<file path="src/verilog/sdmzp_defs.vh">
// Purpose: Constants for the mode-write, calibration and power-down command block
// Assumes: Core clock 250 MHz (4 ns); busy times given in ns
// Notes: Cycle counts derive from time and clock period, rounded up
`ifndef SDMZP_DEFS_VH
`define SDMZP_DEFS_VH
`define SDMZP_CLK_PERIOD_NS 4
// Busy times in ns (plain defaults where no figure is given)
`define SDMZP_MODE_WRITE_BUSY_NS 20
`define SDMZP_RESET_INIT_BUSY_NS 1000
`define SDMZP_CAL_INITIAL_BUSY_NS 1000
`define SDMZP_CAL_LONG_BUSY_NS 360
`define SDMZP_CAL_SHORT_BUSY_NS 90
`define SDMZP_CAL_DEFAULT_BUSY_NS 50
`define SDMZP_CKE_MIN_PULSE_NS 12
`define SDMZP_PD_EXIT_LATENCY_NS 8
`define SDMZP_CYC(t) (((t) + `SDMZP_CLK_PERIOD_NS - 1) / `SDMZP_CLK_PERIOD_NS)
// Field widths: command/address word, register index, data, busy counter
`define SDMZP_CA_W 10
`define SDMZP_REG_INDEX_W 8
`define SDMZP_DATA_W 8
`define SDMZP_CNT_W 16
// Register indices and calibration codes
`define SDMZP_RESET_REG_INDEX 8'h3f
`define SDMZP_CAL_CMD_REG_INDEX 8'h0a
`define SDMZP_CAL_INITIAL_CODE 8'hff
`define SDMZP_CAL_LONG_CODE 8'hab
`define SDMZP_CAL_SHORT_CODE 8'h56
`define SDMZP_CAL_DEFAULT_CODE 8'hc3
`define SDMZP_NUM_MODE_REGS 64
`define SDMZP_MODE_REG_DEFAULT 8'h00
`endif
</file>
<file path="src/verilog/sdmzp_core.v">
// Purpose: Device-side state tracking for mode writes, write-reset, impedance
//          calibration and power-down
// Assumes: Command/address pins are already captured per edge pair; pins are
//          synchronised here by two flops before use
// Notes: One clock domain; no software registers
// What this block does
// - Mode reads accepted idle or active; bank state is kept.
// - Mode writes only with all banks idle; plain write returns idle.
// - Mode write to register 63 starts the resetting state.
// - Write-reset restores all mode registers to defaults; array undefined.
// - Calibration via mode write; four variants each with own busy time.
// - Without calibration resistor, ignore calibration commands, keep defaults.
// - After calibration completes, switch off calibration pin current.
// - Power-down entry: clock enable low, select high, previous enable high.
// - Power-down is idle if all banks idle, else active.
// - Buffers off in power-down; clock enable low for minimum pulse.
// - Mode write decoded: select and four low address bits all low.
`timescale 1ns/100ps
`include "sdmzp_defs.vh"
module sdmzp_core (
  input wire i_mclk,
  input wire i_rst,
  input wire i_cs_n,
  input wire i_cke,
  input wire [9:0] i_ca_rise,
  input wire [9:0] i_ca_fall,
  input wire i_bank_active,
  input wire i_cal_resistor_present,
  input wire [5:0] i_mode_reg_sel,
  output reg o_busy,
  output reg o_resetting,
  output reg o_calibrating,
  output reg o_cal_pin_enable,
  output reg o_driver_impedance_default,
  output reg o_powerdown,
  output reg o_powerdown_active,
  output reg o_buffers_enable,
  output reg o_cmd_error,
  output reg [7:0] o_mode_reg_data
);
  // ---------------------------------------------------------------
  // Local constants
  // ---------------------------------------------------------------
  localparam [`SDMZP_CNT_W-1:0] MW_CYC = `SDMZP_CYC(`SDMZP_MODE_WRITE_BUSY_NS);
  localparam [`SDMZP_CNT_W-1:0] RI_CYC = `SDMZP_CYC(`SDMZP_RESET_INIT_BUSY_NS);
  localparam [`SDMZP_CNT_W-1:0] CI_CYC = `SDMZP_CYC(`SDMZP_CAL_INITIAL_BUSY_NS);
  localparam [`SDMZP_CNT_W-1:0] CL_CYC = `SDMZP_CYC(`SDMZP_CAL_LONG_BUSY_NS);
  localparam [`SDMZP_CNT_W-1:0] CS_CYC = `SDMZP_CYC(`SDMZP_CAL_SHORT_BUSY_NS);
  localparam [`SDMZP_CNT_W-1:0] CD_CYC = `SDMZP_CYC(`SDMZP_CAL_DEFAULT_BUSY_NS);
  localparam [`SDMZP_CNT_W-1:0] CKE_CYC = `SDMZP_CYC(`SDMZP_CKE_MIN_PULSE_NS);
  localparam [`SDMZP_CNT_W-1:0] XP_CYC = `SDMZP_CYC(`SDMZP_PD_EXIT_LATENCY_NS);
  // One-hot states
  localparam [5:0] ST_IDLE = 6'h01;
  localparam [5:0] ST_MW = 6'h02;
  localparam [5:0] ST_RST = 6'h04;
  localparam [5:0] ST_CAL = 6'h08;
  localparam [5:0] ST_PD = 6'h10;
  localparam [5:0] ST_PDX = 6'h20;

  // No-op: select high, or select low with three low bits high
  function is_nop;
    input cs_n;
    input [2:0] ca;
    begin
      is_nop = cs_n | (ca == 3'h7);
    end
  endfunction

  // ---------------------------------------------------------------
  // Pin synchronisers
  // ---------------------------------------------------------------
  reg [11:0] sync1;
  reg [11:0] sync2;
  reg [9:0] caf1;
  reg [9:0] caf2;
  reg [1:0] bres1;
  reg [1:0] bres2;
  // Two flops on every pin input
  always @(posedge i_mclk or posedge i_rst) begin
    if (i_rst) begin
      // Idle levels: enable high, deselected, so no false entry edge after reset
      sync1 <= 12'h801;
      sync2 <= 12'h801;
      caf1 <= 10'h000;
      caf2 <= 10'h000;
      bres1 <= 2'h0;
      bres2 <= 2'h0;
    end else begin
      sync1 <= {i_cke, i_ca_rise, i_cs_n};
      sync2 <= sync1;
      caf1 <= i_ca_fall;
      caf2 <= caf1;
      bres1 <= {i_bank_active, i_cal_resistor_present};
      bres2 <= bres1;
    end
  end
  wire cke = sync2[11];
  wire [9:0] ca_r = sync2[10:1];
  wire cs_n = sync2[0];
  wire bank_act = bres2[1];
  wire res_ok = bres2[0];

  // ---------------------------------------------------------------
  // Command decode
  // ---------------------------------------------------------------
  reg cke_prev;
  wire cmd_ok = cke & cke_prev;
  wire mw_cmd = cmd_ok & ~cs_n & (ca_r[3:0] == 4'h0);
  wire [7:0] mw_idx = {caf2[1:0], ca_r[9:4]};
  wire [7:0] mw_data = caf2[9:2];
  wire pd_entry = ~cke & cke_prev & cs_n;
  wire nop = is_nop(cs_n, ca_r[2:0]);
  wire cal_cmd = mw_cmd & (mw_idx == `SDMZP_CAL_CMD_REG_INDEX);
  wire cal_code_ok = (mw_data == `SDMZP_CAL_INITIAL_CODE) |
    (mw_data == `SDMZP_CAL_LONG_CODE) | (mw_data == `SDMZP_CAL_SHORT_CODE) |
    (mw_data == `SDMZP_CAL_DEFAULT_CODE);

  // Calibration busy length per variant
  reg [`SDMZP_CNT_W-1:0] cal_len;
  always @* begin
    case (mw_data)
      `SDMZP_CAL_INITIAL_CODE: cal_len = CI_CYC;
      `SDMZP_CAL_LONG_CODE: cal_len = CL_CYC;
      `SDMZP_CAL_SHORT_CODE: cal_len = CS_CYC;
      default: cal_len = CD_CYC;
    endcase
  end

  // ---------------------------------------------------------------
  // Mode register storage
  // ---------------------------------------------------------------
  reg [7:0] mode_reg [0:`SDMZP_NUM_MODE_REGS-1];
  reg [5:0] state;
  wire do_reset = (state == ST_IDLE) & mw_cmd & ~bank_act &
    (mw_idx == `SDMZP_RESET_REG_INDEX);
  wire do_write = (state == ST_IDLE) & mw_cmd & ~bank_act & ~do_reset & ~cal_cmd;
  genvar g;
  generate
    for (g = 0; g < `SDMZP_NUM_MODE_REGS; g = g + 1) begin : g_mr
      always @(posedge i_mclk or posedge i_rst) begin
        if (i_rst) begin
          mode_reg[g] <= `SDMZP_MODE_REG_DEFAULT;
        end else if (do_reset) begin
          mode_reg[g] <= `SDMZP_MODE_REG_DEFAULT;
        end else if (do_write && mw_idx == g) begin
          mode_reg[g] <= mw_data;
        end
      end
    end
  endgenerate

  // ---------------------------------------------------------------
  // Main state machine
  // ---------------------------------------------------------------
  reg [`SDMZP_CNT_W-1:0] cnt;
  reg cal_quiet;
  always @(posedge i_mclk or posedge i_rst) begin
    if (i_rst) begin
      state <= ST_IDLE;
      cnt <= {`SDMZP_CNT_W{1'b0}};
      cke_prev <= 1'b1;
      cal_quiet <= 1'b0;
      o_busy <= 1'b0;
      o_resetting <= 1'b0;
      o_calibrating <= 1'b0;
      o_cal_pin_enable <= 1'b0;
      o_driver_impedance_default <= 1'b1;
      o_powerdown <= 1'b0;
      o_powerdown_active <= 1'b0;
      o_buffers_enable <= 1'b1;
      o_cmd_error <= 1'b0;
      o_mode_reg_data <= 8'h00;
    end else begin
      cke_prev <= cke;
      o_cmd_error <= 1'b0;
      o_mode_reg_data <= mode_reg[i_mode_reg_sel];
      case (state)
        ST_IDLE: begin
          if (pd_entry) begin
            state <= ST_PD;
            cnt <= CKE_CYC;
            o_powerdown <= 1'b1;
            o_powerdown_active <= bank_act;
            o_buffers_enable <= 1'b0;
          end else if (mw_cmd && bank_act) begin
            o_cmd_error <= 1'b1;
          end else if (do_reset) begin
            state <= ST_RST;
            cnt <= RI_CYC;
            o_busy <= 1'b1;
            o_resetting <= 1'b1;
            o_driver_impedance_default <= 1'b1;
          end else if (cal_cmd) begin
            if (res_ok && cal_code_ok) begin
              state <= ST_CAL;
              cnt <= cal_len;
              o_busy <= 1'b1;
              o_calibrating <= 1'b1;
              o_cal_pin_enable <= (mw_data != `SDMZP_CAL_DEFAULT_CODE);
              cal_quiet <= (mw_data != `SDMZP_CAL_DEFAULT_CODE);
            end
            // Without a resistor the command is ignored
          end else if (do_write) begin
            state <= ST_MW;
            cnt <= MW_CYC;
            o_busy <= 1'b1;
          end
        end
        ST_MW, ST_RST, ST_CAL: begin
          // Flag non-no-op commands while busy, or enable drops while calibrating
          if (~nop && cmd_ok) begin
            o_cmd_error <= 1'b1;
          end
          if (state == ST_CAL && ~cke) begin
            o_cmd_error <= 1'b1;
          end
          if (cnt <= 16'h0001) begin
            state <= ST_IDLE;
            o_busy <= 1'b0;
            o_resetting <= 1'b0;
            o_calibrating <= 1'b0;
            o_cal_pin_enable <= 1'b0;
            if (state == ST_CAL) begin
              o_driver_impedance_default <= ~cal_quiet;
            end
          end else begin
            cnt <= cnt - 16'h0001;
          end
        end
        ST_PD: begin
          if (cnt != 16'h0000) begin
            cnt <= cnt - 16'h0001;
          end
          if (cke && cs_n && cnt <= 16'h0001) begin
            state <= ST_PDX;
            cnt <= XP_CYC;
            o_powerdown <= 1'b0;
            o_buffers_enable <= 1'b1;
          end else if (cke) begin
            o_cmd_error <= 1'b1;
          end
        end
        ST_PDX: begin
          if (~nop || ~cke) begin
            o_cmd_error <= 1'b1;
          end
          if (cnt <= 16'h0001) begin
            state <= ST_IDLE;
            o_powerdown_active <= 1'b0;
          end else begin
            cnt <= cnt - 16'h0001;
          end
        end
        default: begin
          state <= ST_IDLE;
        end
      endcase
    end
  end
endmodule // sdmzp_core

</file>
<file path="config.mk">
export PLATFORM = sky130hd
export DESIGN_NAME = sdmzp_core
export DESIGN_NICKNAME = d
export VERILOG_FILES = /design/src/verilog/sdmzp_core.v
export VERILOG_INCLUDE_DIRS = /design/src /design/src/verilog
export SDC_FILE = /design/constraint.sdc
export NUM_CORES = 1
export LEC_CHECK = 0
export ABC_AREA = 0
export BUFFER_PORTS_ARGS = -buffer_cell sky130_fd_sc_hd__buf_4
export CAP_MARGIN = 40
export CORE_MARGIN = 3
export CORE_UTILIZATION = 59
export CTS_BUF_LIST = sky130_fd_sc_hd__clkbuf_8
export CTS_CLUSTER_SIZE = 25
export DETAILED_ROUTE_END_ITERATION = 10
export PLACE_DENSITY = 0.75
export SLEW_MARGIN = 20
export SYNTH_ARGS = -nofsm -noshare
export SYNTH_HDL_FRONTEND = slang
export SYNTH_SLANG_ARGS = --single-unit
</file>
<file path="constraint.sdc">
create_clock -name i_mclk -period 19.2 [get_ports i_mclk]
set_clock_uncertainty 0.05 [all_clocks]
set_input_delay 3.84 -clock i_mclk [delete_from_list [all_inputs] [get_ports i_mclk]]
set_output_delay 3.84 -clock i_mclk [all_outputs]
set_load 0.02 [all_outputs]
</file>
==> reports/metrics.cfg, run 1 <==
[outcome]
status=complete, no violations

[global_routing]
grt_max_degree=245
antenna_found_initial=1
grt_usage_pct=29.95
overflow=0
grt_pass1_vias=20680
grt_pass1_wl_um=121900

[timing]
rsz0062_at_grt=no
worstMarginPinSlew_ns=1.103
setup_tns_ns=0
slew_headroom_pct=26.50
final-setup-viol-count=0
hold_viol=0
fin_hold_ws_ns=0.2968
fmax_mhz=149.5
final.min_clock_period_ns=6.687
period_share_pct=34.83
slew_violations=0

[route]
wl_per_cell_um=24.24
vias=20430
drc=0
finalWirelength_um=77210
drtIter0Drc=2454
vias_per_cell=6.416
postRouteAntennaNets=0
drt_first_pass_iters=6

[synthesis]
synth_cell_types=63
synth_seq_cells=601
syn_inst=2418
ys_seq_area_share_pct=51.88
async_flop_share_pct=100.0
synth_area_um2=29010
syn-num-nets=2452
avgSynthCellArea_um2=12.00
synth_edf_count=0
synth_top_flop_cell=dfrtp_1
synth_warnings=0

[setup_path]
cp_max_fo=53
critical_path_class=primary input to flop
arrival_ns=7.20
worst_setup_path_start_kind=primary input
r2r_slack_ns=15.37
critPathRequiredTime_ns=19.71
r2r_cells=5
end_kind=flop

[pwr]
p_per_area_nw_per_um2=84.43
power_uw=2743
p_leak_uw=0.01468
irDropWorstVdd_mv=0.07036

[floorplanning]
ioPinCount=49
die_w_um=227.7
rows=80
fp.dieArea_um2=51870
core_region_area_um2=48150
die_y_um=227.7
initial_utilization_pct=60.25

[layout]
largest_register_ffs=512
layout-drive-gt1-share_pct=20.66
final_cells=3185
syn2layout_area_growth_pct=11.99
final_design_area_no_fill_um2=32490
layout.nets=2479

[placement]
hpwl_um=48570
place_inst=2992
io_buffers=48
place_area_um2=30200
gp_congestion=0.8833

[job]
drv_cap=0

[clock_network]
h-tree-depth=3
worstSkewPairLatency_ns=0.70
cts_resized=0
cts_max_path_buffers=3
clkTransAtPathRegs_ns=0.06
cts_root_buf=clkbuf_8
post_cts_buffers=0
cts_hold_buf=0
cts_buffers=100
tritoncts=yes
clock-sinks=601

[worst_hold_path]
hold_class=flop to flop
hold_path_depth=0

final cells by class:
| type | instances | area [µm²] |
|---|---|---|
| inverters | 5 | 22.52 |
| clock inverters | 54 | 326.6 |
| well taps | 656 | 820.8 |
| flip-flops and latches | 601 | 15060 |
| fillers | 3481 | 15660 |
| clock buffers | 130 | 1789 |
| diodes | 2 | 5.005 |
| multi-input cells | 1610 | 13140 |
| repair buffers | 127 | 1321 |
critical path: stages:
cell and delay, ns:
clkbuf_8 0.51, buf_4 0.66, buf_4 0.47, buf_12 0.27, mux4_2 0.53, mux4_2 0.52
a22oi_1 0.22, nand2_1 0.09
power breakdown:
group	switching, µW	internal [µW]
Sequential	23.9	1290
Clock	522	647
Combinational	175	85.5
kinds of logic (layout without fill, tap and decap cells):
logic type / Yosys count / count (layout) / share of synthesized area [%]
fa+ha+maj: 2 / 2 / 0.08625
flops: 601 / 601 / 51.88
buf+inv: 207 / 316 / 3.075
compound gates: 214 / 214 / 4.455
other cells: 0 / 2 / 0
xor+xnor: 1 / 1 / 0.03020
simple gates: 846 / 846 / 14.70
mux: 547 / 547 / 25.78
placed cells by master (no fill, tap or decap), drive strengths merged, types with 25 or more instances in the layout:
cell type,synthesis,routed
a21oi,121,121
buf,74,126
clkbuf,128,131
dfrtp,593,593
inv,5,33
mux2i,386,386
mux4,160,160
nand2,169,169
nand3,129,129
nor2,415,415
nor4,40,40
o21ai,25,25
routing by layer:
layer / global-route usage, % / part of all wire, % / wire length [µm] / vias up
met1: 42.52 / 40 / 30580 / 10410
met3: 6.799 / 9.5 / 7349 / 236
li1: - / - / - / 8697
met4: 12.03 / 3.9 / 2998 / 0
met2: 45.46 / 47 / 36290 / 1087
met5: 0 / 0 / 0 / -
stage by stage:
stage,util (%),worst slack [ns]
floorplan,-,7.119
global placement,61.66,11.79
detailed placement,62.72,11.67
CTS,67.12,12.40
global route,67.47,12.27
finish,67.48,12.51
path summary, 6_finish.rpt:
path                                        start                 end
worst min register to register           sync1[5]            sync2[5]
max in group asynchronous                   i_rst       mode_reg[245]
worst max register to register           sync2[8]       mode_reg[330]
worst max-delay path            i_mode_reg_sel[0]  o_mode_reg_data[6]
worst min-delay path                     sync1[5]            sync2[5]
min in group asynchronous                   i_rst             cnt[13]
synthesized netlist by cell type, types with 5 or more instances:
cell | instances | area [µm²]
a21oi_1 | 121 | 605.6
a22o_1 | 7 | 61.31
a22oi_1 | 22 | 165.2
and2_1 | 23 | 143.9
buf_1 | 37 | 138.9
buf_2 | 25 | 125.1
buf_4 | 5 | 37.54
buf_6 | 5 | 56.30
clkbuf_1 | 128 | 480.5
dfrtp_1 | 593 | 14840
dfstp_2 | 8 | 210.2
inv_1 | 5 | 18.77
mux2i_1 | 386 | 3864
mux4_2 | 160 | 3603
nand2_1 | 169 | 634.4
nand2b_1 | 6 | 37.54
nand3_1 | 127 | 635.6
nand3b_1 | 5 | 37.54
nor2_1 | 405 | 1520
nor2_4 | 10 | 112.6
nor2b_1 | 8 | 50.05
nor3_1 | 15 | 75.07
nor4_1 | 6 | 37.54
nor4_4 | 31 | 659.4
o21a_1 | 6 | 45.04
o21ai_0 | 18 | 90.09
o21ai_1 | 7 | 35.03
o31ai_1 | 7 | 52.55
or3_1 | 13 | 81.33
(Power assumes the default switching activity.)
==> run 2, diff against run 1 <==
- CORE_UTILIZATION: 59 -> 65
- PLACE_DENSITY: 0.75 -> 0.79
- clock period: 19.2 -> 6.45 ns (I/O delays scaled with it)
==> run 2 against run 1 <==
  * Register-to-register slack got worse by 13 ns
  * Sequential power grew to 3.0 times the previous value
  * Sequential cell count unchanged
  * Design area is 0.27% lower
  * Setup slack got worse by 9.7 ns
  * Critical path depth increased by 1
  * Core utilization up 6.9 points
  * Largest cell class unchanged
  * Highest routed layer unchanged
==> reports/metrics.cfg, run 2 (synthesized netlist as in run 1, its figures left out) <==
[floorplanning]
die_w_um=217.3  ; -4.6%
rows=76  ; -5.0%
initial_utilization_pct=66.61  ; +6.4 points
ioPinCount=49  ; unchanged
core_region_area_um2=43550  ; -9.5%
fp.dieArea_um2=47200  ; -9.0%
die_y_um=217.3  ; -4.6%

[setup_path]
worstPathCellList=nor4bb_1 -> nand4_4 -> buf_4 -> buf_16 -> nor2_4 -> buf_4 -> nand2_1 -> nand2_1 -> a21oi_1
r2r_cells=9  ; +4
cp_max_fo=34  ; -36%
max_stage_delay_ns=0.69  ; +0.03 ns
crit_path_top_delay_cell=nor2_4
critPathBufInv=3  ; -1
critPathTopFamily=simple AND/OR/NAND/NOR gates
critPathRequiredTime_ns=6.89  ; -12.82 ns
arrival_ns=4.05  ; -3.15 ns
critical_path_class=flop to flop
worst_setup_path_start_kind=flop
critical_path.reg2reg.endpoint=mode_reg[207]
timing.rr.start=cke_prev
r2r_slack_ns=2.84  ; -12.53 ns
end_kind=flop

[worst_hold_path]
hold_class=flop to flop
hold_start=caf1[1]
hold_path_depth=0  ; unchanged
min_to=caf2[1]

[route]
vias=20290  ; -0.73%
postRouteAntennaNets=0  ; unchanged
drtIter0Drc=2462  ; +0.33%
drc=0  ; unchanged
drt_first_pass_iters=6  ; unchanged
finalWirelength_um=73550  ; -4.7%
wl_per_cell_um=23.68  ; -2.3%
vias_per_cell=6.531  ; +1.8%

[timing]
hold_viol=0  ; unchanged
slew_violations=0  ; unchanged
worstMarginPinSlew_ns=1.023  ; -0.07900 ns
period_share_pct=55.90
rsz0062_at_grt=no
final.min_clock_period_ns=3.606
slew_headroom_pct=31.77  ; +5.3 points
fmax_mhz=277.3
final-setup-viol-count=0  ; unchanged

[clock_network]
clock-sinks=601  ; unchanged
worstSkewPairLatency_ns=0.69  ; about the same
h-tree-depth=3  ; unchanged
clkTransAtPathRegs_ns=0.06  ; about the same
post_cts_buffers=0  ; unchanged
cts_hold_buf=0  ; unchanged
cts_buffers=97  ; -3.0%
cts_root_buf=clkbuf_8
tritoncts=yes
cts_resized=0  ; unchanged
cts_max_path_buffers=3  ; unchanged

[pwr]
p_per_area_nw_per_um2=254.9  ; +200%
p_int_uw=6138  ; +200%
irDropWorstVdd_mv=0.2759  ; +290%
p_switching_uw=2122  ; +190%
comb_power_share_pct=9.3  ; -0.2 points
pwr-share-clk_pct=43.5  ; +0.9 points
p_leak_uw=0.01467  ; about the same
seqPwrFrac_pct=47.3  ; -0.6 points
swShare_pct=25.69  ; -0.60 points

[layout]
multiInputGateArea_um2=13130  ; -0.11%
nFillCells=2856  ; -18%
final_design_area_no_fill_um2=32400  ; -0.27%
seq_area_um2=15060  ; unchanged
layout-drive-gt1-share_pct=20.36  ; -0.30 points
layout_common_cells=dfrtp_1, nor2_1, mux2i_1
final_common_cell=dfrtp_1
syn2layout_area_growth_pct=11.68
layout.nets=2473  ; -0.24%
largest_register_ffs=512  ; unchanged
fin_util_pct=74.39  ; +6.9 points

[outcome]
status=complete, no violations

[placement]
hpwl_um=45910  ; -5.5%
place_area_um2=30110  ; -0.31%
io_buffers=48  ; unchanged
gp_congestion=0.8679  ; -1.7%

[global_routing]
grt_max_degree=196  ; -20%
grt_pass1_wl_um=118400  ; -2.9%
overflow=0  ; unchanged
grt_pass1_vias=20820  ; +0.70%
grt_usage_pct=32.09  ; +2.1 points
antenna_found_initial=1  ; unchanged

[job]
drv_cap=0  ; unchanged

-- run 2: final cells by class --
cell class                 count  share of cell area [%]
tap                          585                   2.259
antenna                        1                0.007724
multi-input combinational   1610                   40.52
timing repair buffer         124                   3.962
inverter                       5                 0.06951
clock inverter                53                   1.305
clock buffer                 127                   5.395
sequential                   601                   46.48
-- run 2: through the flow --
stage                     hold WS, ns  TNS [ns]  power, µW  instances  setup slack [ns]
final                          0.2931         0       8259       3106             2.844
after global routing           0.3013         0       8566       3105             2.708
after CTS                      0.2983         0       8303       3099             2.912
after detailed placement       0.2855         0       4722       2919             2.386
after global placement         0.2823         0       4685       2884             2.302
after floorplan                0.2812  -1833.04       4517       2418            -3.081
-- run 2: per-layer routing --
metal  GRT usage (%)  routed length [µm]  up-vias
li1                -                   -     8675
met4           12.11                2423        0
met5               0                   0        -
met1           44.12               28810    10460
met2           51.24               36180      972
met3           6.828                6136      183
-- run 2: worst max path at each step --
| stage | start | endpoint | slack (ns) | depth (start not counted) |
|---|---|---|---|---|
| finish | cke_prev | mode_reg[207] | 2.84 | 9 |
| global route | cke_prev | mode_reg[207] | 2.71 | 9 |
| CTS | cke_prev | mode_reg[207] | 2.91 | 9 |
| detailed placement | i_mode_reg_sel[0] | o_mode_reg_data[7] | 2.39 | 6 |
| global placement | i_mode_reg_sel[1] | o_mode_reg_data[0] | 2.30 | 6 |
| floorplan | i_rst | bres1[0] | -3.08 | 1 |
-- run 2: power groups by stage --
stage,Sequential [µW],Combinational [µW],Clock (µW)
global route,3910,832,3820
global placement,3960,722,0
floorplan,3970,549,0
CTS,3900,759,3640
detailed placement,3970,753,0
finish,3900,767,3590
